File: config.mk
export PLATFORM = sky130hd
export DESIGN_NAME = pcii_top
export DESIGN_NICKNAME = d
export VERILOG_FILES = /design/src/pcii_pkg.sv /design/src/pcii_top.sv
export SDC_FILE = /design/constraint.sdc
export NUM_CORES = 1
export LEC_CHECK = 0
export BUFFER_PORTS_ARGS = -buffer_cell sky130_fd_sc_hd__buf_2
export CAP_MARGIN = 10
export CORE_ASPECT_RATIO = 1.1
export CORE_MARGIN = 8
export CORE_UTILIZATION = 30
export CTS_CLUSTER_DIAMETER = 50
export DETAILED_ROUTE_END_ITERATION = 7
export HOLD_SLACK_MARGIN = 0.12
export REMOVE_ABC_BUFFERS = 1
export SYNTH_ARGS = -nofsm -noshare
export SYNTH_HDL_FRONTEND = slang
export SYNTH_SLANG_ARGS = --single-unit
File: constraint.sdc
create_clock -name clk -period 5.73 [get_ports clk]
set_clock_uncertainty 0.2 [all_clocks]
set_input_delay 1.146 -clock clk [delete_from_list [all_inputs] [get_ports clk]]
set_output_delay 1.146 -clock clk [all_outputs]
set_load 0.01 [all_outputs]
File: src/pcii_pkg.sv
/*
  pcii_pkg: shared types and constants for the pulse catch and input
  interrupt block.
  assumes: single 125 MHz clock domain, no register bus.
*/
package pcii_pkg;
  localparam int NGRP = 4;
  localparam int LABEL_W = 16;
  localparam int MAX_NEST = 3;
  localparam logic [1:0] DEPTH_W0 = 2'h0;
  localparam logic [3:0] ALLOW_RST = 4'h0;
  localparam logic [3:0] ALLOW_RUN = 4'hF;
  localparam logic [3:0] SMALL_MASK = 4'h3;
  localparam logic [LABEL_W-1:0] LABEL_RST = 16'h0000;
  localparam int MIN_WIDTH_NS = 50000;
  localparam int CLK_NS = 8;
  localparam int MIN_WIDTH_CYC = (MIN_WIDTH_NS + CLK_NS - 1) / CLK_NS;

  typedef enum logic [1:0] {PCII_RISE, PCII_FALL, PCII_BOTH} pcii_edge_t;

  typedef struct packed {
    logic [NGRP-1:0] set_en;
    logic [NGRP-1:0] clr_en;
    logic timer_set;
    logic timer_clr;
  } pcii_mask_cmd_t;

  typedef struct packed {
    logic call;
    logic ret;
    logic routine_return;
  } pcii_exec_t;
endpackage : pcii_pkg

File: src/pcii_top.sv
/*
  pcii_top: catch input flags and external input interrupt controller.
  assumes: inputs synchronous to clk; the execution engine pulses
  scan_end_pulse once per scan and acknowledges service by routine_return.
*/
`timescale 1ns/1ns
// What this block does
// - a captured pulse raises its group flag for exactly one scan
// - only the first qualifying pulse per scan is registered, the rest dropped
// - catch inputs bypass the noise filter entirely
// - catch inputs exist on groups 2 to 5, each with its own flag
// - each catch group selects rising or falling edge
// - the small variant drops the two highest groups for catch and interrupt
// - an enabled event pauses the main program and runs the routine
// - each interrupt input triggers on rising, falling or both edges
// - at most four interrupt sources, groups 2 to 5, none on group 1
// - each source has a writable jump label used on its interrupt
// - a read-only flag shows each source allowed or prohibited
// - mask and unmask commands clear or set each enable, timer included
// - entering run sets every interrupt enable to allowed
// - simultaneous pending sources are serviced group 2 first through 5
// - no preemption; arrivals during service wait until it completes
// - nesting beyond three calls in a routine flags an execution error
// - interrupts work only under the ladder language
// - immediate refresh moves inputs and outputs together during a routine
module pcii_top (
  // clock and reset
  input wire logic clk,
  input wire logic rst_n,
  // raw inputs of groups 2..5, unfiltered
  input wire logic [3:0] grp_in,
  // configuration
  input wire logic [3:0] catch_sel,
  input wire logic [3:0] catch_fall,
  input wire logic [3:0] irq_sel,
  input wire pcii_pkg::pcii_edge_t irq_edge [4],
  input wire logic small_variant,
  input wire logic ladder_lang,
  // scan and run state
  input wire logic running_flag,
  input wire logic scan_end_pulse,
  // program commands
  input wire pcii_pkg::pcii_mask_cmd_t mask_cmd,
  input wire logic [3:0] label_we,
  input wire logic [pcii_pkg::LABEL_W-1:0] label_wdata,
  input wire pcii_pkg::pcii_exec_t exec_cmd,
  input wire logic immediate_io_refresh,
  input wire logic [3:0] out_image,
  // status outputs
  output logic [3:0] pulse_caught,
  output logic [3:0] irq_allowed,
  output logic timer_irq_allowed,
  output logic [pcii_pkg::LABEL_W-1:0] irq_label [4],
  // execution engine handshake
  output logic main_paused,
  output logic [1:0] active_src,
  output logic [pcii_pkg::LABEL_W-1:0] jump_label,
  output logic nest_error,
  output logic [3:0] refreshed_in,
  output logic [3:0] phys_out
);
  logic [3:0] in_prev_r;
  logic [3:0] avail;
  logic [3:0] rise;
  logic [3:0] fall;
  logic [3:0] catch_hit;
  logic [3:0] irq_hit;
  logic [3:0] seen_r;
  logic [3:0] flag_nxt;
  logic [3:0] pend_r;
  logic [1:0] depth_r;
  logic run_prev_r;
  logic [1:0] pick;
  logic pick_ok;

  typedef enum logic {PCII_IDLE, PCII_SERV} pcii_state_t;
  pcii_state_t state_r;

  // small variant loses the top two groups
  assign avail = small_variant ? pcii_pkg::SMALL_MASK : 4'hF;

  // raw pin edges, no filter in the path
  assign rise = grp_in & ~in_prev_r;
  assign fall = ~grp_in & in_prev_r;

  always_comb
  begin
    for (int i = 0; i < 4; i++)
    begin
      catch_hit[i] = catch_sel[i] & avail[i] & (catch_fall[i] ? fall[i] : rise[i]);
      case (irq_edge[i])
        pcii_pkg::PCII_RISE: irq_hit[i] = rise[i];
        pcii_pkg::PCII_FALL: irq_hit[i] = fall[i];
        pcii_pkg::PCII_BOTH: irq_hit[i] = rise[i] | fall[i];
        default: irq_hit[i] = 1'b0;
      endcase
      irq_hit[i] = irq_hit[i] & irq_sel[i] & avail[i] & ladder_lang & running_flag;
    end
  end

  always_ff @(posedge clk or negedge rst_n)
  begin
    if (!rst_n)
      in_prev_r <= 4'h0;
    else
      in_prev_r <= grp_in;
  end

  // first pulse in a scan is kept; later ones only see seen_r set
  always_ff @(posedge clk or negedge rst_n)
  begin
    if (!rst_n)
      seen_r <= 4'h0;
    else if (scan_end_pulse)
      seen_r <= 4'h0;
    else
      seen_r <= seen_r | catch_hit;
  end

  // flag image updates at scan end so it stands a whole scan
  assign flag_nxt = seen_r | catch_hit;

  always_ff @(posedge clk or negedge rst_n)
  begin
    if (!rst_n)
      pulse_caught <= 4'h0;
    else if (scan_end_pulse)
      pulse_caught <= flag_nxt;
  end

  always_ff @(posedge clk or negedge rst_n)
  begin
    if (!rst_n)
      run_prev_r <= 1'b0;
    else
      run_prev_r <= running_flag;
  end

  always_ff @(posedge clk or negedge rst_n)
  begin
    if (!rst_n)
    begin
      irq_allowed <= pcii_pkg::ALLOW_RST;
      timer_irq_allowed <= 1'b0;
    end
    else if (running_flag && !run_prev_r)
    begin
      irq_allowed <= pcii_pkg::ALLOW_RUN;
      timer_irq_allowed <= 1'b1;
    end
    else
    begin
      irq_allowed <= (irq_allowed & ~mask_cmd.clr_en) | mask_cmd.set_en;
      timer_irq_allowed <= (timer_irq_allowed & ~mask_cmd.timer_clr) | mask_cmd.timer_set;
    end
  end

  always_ff @(posedge clk or negedge rst_n)
  begin
    if (!rst_n)
      for (int i = 0; i < 4; i++)
        irq_label[i] <= pcii_pkg::LABEL_RST;
    else
      for (int i = 0; i < 4; i++)
        if (label_we[i])
          irq_label[i] <= label_wdata;
  end

  // lowest group index wins
  always_comb
  begin
    pick = 2'd0;
    pick_ok = 1'b0;
    for (int i = 3; i >= 0; i--)
      if (pend_r[i])
      begin
        pick = 2'(i);
        pick_ok = 1'b1;
      end
  end

  // disabled sources never latch, so re-enabling cannot fire stale events
  always_ff @(posedge clk or negedge rst_n)
  begin
    if (!rst_n)
      pend_r <= 4'h0;
    else if (!running_flag)
      pend_r <= 4'h0;
    else
    begin
      for (int i = 0; i < 4; i++)
      begin
        // a fresh allowed event wins; a blocked one must not keep a serviced bit alive
        if (irq_hit[i] && irq_allowed[i])
          pend_r[i] <= 1'b1;
        else if (state_r == PCII_IDLE && pick_ok && pick == 2'(i))
          pend_r[i] <= 1'b0;
      end
    end
  end

  always_ff @(posedge clk or negedge rst_n)
  begin
    if (!rst_n)
    begin
      state_r <= PCII_IDLE;
      main_paused <= 1'b0;
      active_src <= 2'd0;
      jump_label <= pcii_pkg::LABEL_RST;
    end
    else
    begin
      case (state_r)
        PCII_IDLE:
          if (pick_ok && running_flag)
          begin
            state_r <= PCII_SERV;
            main_paused <= 1'b1;
            active_src <= pick;
            jump_label <= irq_label[pick];
          end
        PCII_SERV:
          if (exec_cmd.routine_return || !running_flag)
          begin
            state_r <= PCII_IDLE;
            main_paused <= 1'b0;
          end
        default:
        begin
          state_r <= PCII_IDLE;
          main_paused <= 1'b0;
        end
      endcase
    end
  end

  // nesting counter inside a routine
  always_ff @(posedge clk or negedge rst_n)
  begin
    if (!rst_n)
    begin
      depth_r <= pcii_pkg::DEPTH_W0;
      nest_error <= 1'b0;
    end
    else if (state_r != PCII_SERV)
    begin
      depth_r <= pcii_pkg::DEPTH_W0;
      nest_error <= 1'b0;
    end
    else if (exec_cmd.call)
    begin
      if (depth_r == 2'(pcii_pkg::MAX_NEST))
        nest_error <= 1'b1;
      else
        depth_r <= depth_r + 2'd1;
    end
    else if (exec_cmd.ret && depth_r != pcii_pkg::DEPTH_W0)
      depth_r <= depth_r - 2'd1;
  end

  // immediate refresh only acts while a routine runs
  always_ff @(posedge clk or negedge rst_n)
  begin
    if (!rst_n)
    begin
      refreshed_in <= 4'h0;
      phys_out <= 4'h0;
    end
    else if (immediate_io_refresh && state_r == PCII_SERV)
    begin
      refreshed_in <= grp_in;
      phys_out <= out_image;
    end
  end

  property p_flag_holds;
    @(posedge clk) disable iff (!rst_n)
    !scan_end_pulse |=> $stable(pulse_caught);
  endproperty
  a_flag_holds: assert property (p_flag_holds) else $error("flag changed mid scan");

  property p_small_no_catch;
    @(posedge clk) disable iff (!rst_n)
    small_variant |-> !catch_hit[3] && !catch_hit[2] && !irq_hit[3] && !irq_hit[2];
  endproperty
  a_small_no_catch: assert property (p_small_no_catch) else $error("small variant hit");

  property p_run_enable;
    @(posedge clk) disable iff (!rst_n)
    $rose(running_flag) |=> (irq_allowed == pcii_pkg::ALLOW_RUN) && timer_irq_allowed;
  endproperty
  a_run_enable: assert property (p_run_enable) else $error("enables not set on run");

  property p_no_preempt;
    @(posedge clk) disable iff (!rst_n)
    (state_r == PCII_SERV) && !exec_cmd.routine_return && running_flag |=> $stable(active_src);
  endproperty
  a_no_preempt: assert property (p_no_preempt) else $error("preempted");

  property p_priority;
    @(posedge clk) disable iff (!rst_n)
    (state_r == PCII_IDLE) && running_flag && pend_r[0] |=> active_src == 2'd0 && main_paused;
  endproperty
  a_priority: assert property (p_priority) else $error("group 2 not first");

  property p_nest;
    @(posedge clk) disable iff (!rst_n)
    (state_r == PCII_SERV) && depth_r == 2'd3 && exec_cmd.call |=> nest_error;
  endproperty
  a_nest: assert property (p_nest) else $error("nest overflow missed");

  property p_ladder_only;
    @(posedge clk) disable iff (!rst_n)
    !ladder_lang |-> irq_hit == 4'h0;
  endproperty
  a_ladder_only: assert property (p_ladder_only) else $error("irq without ladder");

  property p_disabled_drop;
    @(posedge clk) disable iff (!rst_n)
    !pend_r[0] && !irq_allowed[0] |=> !pend_r[0];
  endproperty
  a_disabled_drop: assert property (p_disabled_drop) else $error("disabled latched");

  property p_mask_clear;
    @(posedge clk) disable iff (!rst_n)
    mask_cmd.clr_en[0] && !mask_cmd.set_en[0] && run_prev_r && running_flag
      |=> !irq_allowed[0];
  endproperty
  a_mask_clear: assert property (p_mask_clear) else $error("mask not cleared");

  property p_refresh_idle;
    @(posedge clk) disable iff (!rst_n)
    state_r != PCII_SERV |=> $stable(phys_out) && $stable(refreshed_in);
  endproperty
  a_refresh_idle: assert property (p_refresh_idle) else $error("refresh outside routine");

  property p_return_release;
    @(posedge clk) disable iff (!rst_n)
    (state_r == PCII_SERV) && exec_cmd.routine_return |=> !main_paused;
  endproperty
  a_return_release: assert property (p_return_release) else $error("main not resumed");

  property p_label_jump;
    @(posedge clk) disable iff (!rst_n)
    (state_r == PCII_IDLE) && pick_ok && running_flag
      |=> main_paused && (jump_label == $past(irq_label[pick]));
  endproperty
  a_label_jump: assert property (p_label_jump) else $error("wrong jump label");
endmodule : pcii_top

==> insert_results.sql <==
INSERT INTO impl_metrics (metric_group, metric, value, unit) VALUES
('synthesis', 'avgSynthCellArea', '12.5', 'µm²'),
('routing', 'firstDrtPassIters', '6', ''),
('synthesis', 'register_area_share_after_synthesis', '57.7', '%'),
('job', 'cap_viol_max_count', '0', ''),
('critical_path', 'timing.critical_path.arrival', '3.18', 'ns'),
('synthesis', 'synth.cell_area', '5080', 'µm²'),
('routing', 'detailroute.via_count', '4016', ''),
('sta', 'minimum_clock_period', '3.06', 'ns'),
('cts', 'cts-buffers-inserted', '17', ''),
('power_and_ir_drop', 'lkg_pwr', '3.13', 'nW'),
('routing', 'viasPerCell', '5.08', ''),
('sta', 'finalHoldViolations', '0', ''),
('min_path', 'number_of_stages_on_the_worst_hold_path', '2', ''),
('power_and_ir_drop', 'power_per_cell_area', '401', 'nW/µm²'),
('synthesis', 'synth_enable_flop_cells', '0', ''),
('cts', 'count_of_buffers_added_by_post_cts_timing_repair_for_setup', '0', ''),
('synthesis', 'netlist_top_cells_area', 'dfrtp_1, mux2_2, a31oi_1', ''),
('global_route', 'gr-usage-all-layers', '15.0', '%'),
('sta', 'finalSetupViolations', '0', ''),
('cts', 'cts.sinks', '117', ''),
('cts', 'cts.path.max_buffers', '2', ''),
('cts', 'ctsRootBufferMaster', 'clkbuf_16', ''),
('global_route', 'grt_first_pass_wirelength', '24800', 'µm'),
('floorplan', 'rows', '50', ''),
('global_route', 'grt_use_met2', '25.8', '%'),
('critical_path', 'cp-start-kind', 'register', ''),
('sta', 'slew-limit-headroom', '40.3', '%'),
('cts', 'cts.reportedPaths.clkPinSlew', '0.06', 'ns'),
('global_route', 'globalRoute.busiestLayer', 'met2', ''),
('final_layout', 'stdcell_area', '6720', 'µm²'),
('global_route', 'grt_pass1_vias', '4461', ''),
('critical_path', 'worst_r2r_path_depth', '4', ''),
('critical_path', 'cp_slowest_cell', 'nor2_2', ''),
('sta', 'worstMarginPinSlew', '0.896', 'ns'),
('global_route', 'maximum_number_of_pins_on_one_net_before_global_route_repair', '71', ''),
('final_layout', 'finalCoreUtilization', '39.9', '%'),
('global_route', 'met1_grt_util', '15.9', '%'),
('critical_path', 'critical_path_buf_inv_count', '1', ''),
('critical_path', 'critical_path.cell_chain', 'clkinv_1 -> nor2_2 -> a222oi_1 -> a31oi_1', ''),
('placement', 'io_buffer_count', '168', ''),
('global_route', 'antenna_found_initial', '1', ''),
('floorplan', 'die_h', '152', 'µm'),
('routing', 'detail_route.wl_per_cell', '19.9', 'µm'),
('outcome', 'run_status', 'complete, no violations', ''),
('sta', 'period_utilization', '53.4', '%'),
('sta', 'rsz0062_at_grt', 'false', ''),
('critical_path', 'class_of_the_most_critical_setup_path', 'register to register', ''),
('final_layout', 'antenna-diode-count', '0', ''),
('cts', 'cts_tree', 'done', ''),
('synthesis', 'synthesis.instances', '407', ''),
('synthesis', 'synth_top_area_share', '57.7', '%'),
('critical_path', 'path_delay_family', 'simple AND/OR/NAND/NOR gates', ''),
('cts', 'worstSkewPairLatency', '0.41', 'ns'),
('synthesis', 'synthDistinctLibCells', '33', ''),
('critical_path', 'crit_cells', '4', ''),
('floorplan', 'ios', '169', ''),
('sta', 'max_clock_freq', '327', 'MHz'),
('routing', 'drt_iter0_markers', '208', ''),
('floorplan', 'floorplan.die.width', '140', 'µm'),
('placement', 'placed_cell_area', '6060', 'µm²'),
('floorplan', 'initial_utilization', '30.2', '%'),
('min_path', 'min_path_type', 'register to register', ''),
('synthesis', 'post_synthesis_register_bit_count', '117', ''),
('cts', 'holdBufCountCts', '0', ''),
('global_route', 'met3_global_route_usage', '6.49', '%'),
('critical_path', 'endpoint_kind', 'register', ''),
('placement', 'weighted_congestion_reported_at_the_end_of_routability_driven_placement', '0.761', ''),
('routing', 'wl', '15700', 'µm'),
('critical_path', 'slowest_delay', '0.84', 'ns'),
('final_layout', 'layout-drive-gt1-share', '47.9', '%'),
('cts', 'cts_h_tree_depth', '4', '');
cell families (layout without fill, tap and decap cells):
kind of cell,Yosys count,in the layout,share of synthesized area [%]
multiplexers,72,72,16.0
flip-flops,117,117,57.7
AO/OA/AOI/OAI,92,92,12.5
adder cells (fa/ha/maj),8,8,1.97
buffers and inverters,44,219,4.12
AND/OR/NAND/NOR,74,74,7.79
state kept, by name, indices dropped and copies added (netlist names):
signal and flops:
timer_irq_allowed 1, state_r 1, jump_label 16, seen_r 4, irq_label 64, in_prev_r 4
phys_out 4, irq_allowed 4, nest_error 1, run_prev_r 1, refreshed_in 4, pend_r 4
pulse_caught 4, active_src 2, main_paused 1, depth_r 2
layer usage:
layer	up-vias	part of all wire [%]	wire, µm
met1	2008	39	6210
li1	1825	-	-
met2	155	50	7840
met4	2	2.1	328
met5	-	0.10	16
met3	26	8.5	1340
tightest hold or removal path, delay by kind of cell (launching register included):
kind / cells / cell delay (ns)
AO/OA/AOI/OAI: 1 / 0.06
flip-flops: 1 / 0.34
AND/OR/NAND/NOR: 1 / 0.04
stage by stage:
stage	worst slack, ns	std cells
after global placement	2.73	759
after floorplan	3.13	380
after CTS	2.60	790
after global routing	2.42	790
final	2.67	790
after detailed placement	2.63	759
cell type report:
cell class	count	area, µm²
clock buffers	21	480
flip-flops and latches	117	2930
repair buffers	171	866
well taps	208	260
clock inverters	10	175
fillers	1603	10100
inverters	17	63.8
multi-input cells	246	1950
worst paths after layout:
path	start	end	slack, ns
worst max-delay path	pend_r[1]	jump_label[10]	2.67
worst min-delay path	refreshed_in[3]	refreshed_in[3]	0.28
worst max register to register	pend_r[1]	jump_label[10]	2.67
worst min register to register	refreshed_in[3]	refreshed_in[3]	0.28
max in group asynchronous	rst_n	irq_label[45]	3.47
min in group asynchronous	rst_n	in_prev_r[3]	0.66
layout by cell type (no fill, tap or decap), types with 2 or more instances in the layout:
cell type / netlist / routed
and2_1: 2 / 2
o311ai_0: 2 / 2
a211o_1: 4 / 4
a221oi_1: 3 / 3
bufinv_16: 0 / 5
a21oi_1: 12 / 12
dfrtp_1: 117 / 117
nor2_1: 31 / 30
clkinv_2: 0 / 5
nand2b_1: 5 / 5
nand3_1: 2 / 2
clkbuf_16: 0 / 17
nand2_1: 7 / 7
nor3b_1: 16 / 16
nor3_1: 2 / 2
a222oi_1: 16 / 16
o21ai_0: 14 / 14
a31oi_1: 35 / 35
nand4_1: 2 / 2
buf_4: 2 / 4
clkbuf_8: 0 / 4
mux2_2: 72 / 72
inv_1: 16 / 16
ha_1: 8 / 8
nor2b_1: 4 / 3
o21a_1: 2 / 2
buf_2: 5 / 167
cell usage after synthesis, types with 7 or more instances:
cell        n
inv_1      16
a21oi_1    12
dfrtp_1   117
o21ai_0    14
mux2_2     72
ha_1        8
clkbuf_1   16
a222oi_1   16
nor2_1     31
nor3b_1    16
nand2_1     7
a31oi_1    35
power breakdown:
group,internal [mW],total (mW),switching (mW),leakage (nW)
Combinational,0.213,0.460,0.248,1.41
Sequential,0.961,1.06,0.0970,1.39
Clock,0.811,1.17,0.363,0.328
Total,1.98,2.69,0.708,3.13
Power figures use the tool's default switching activity.
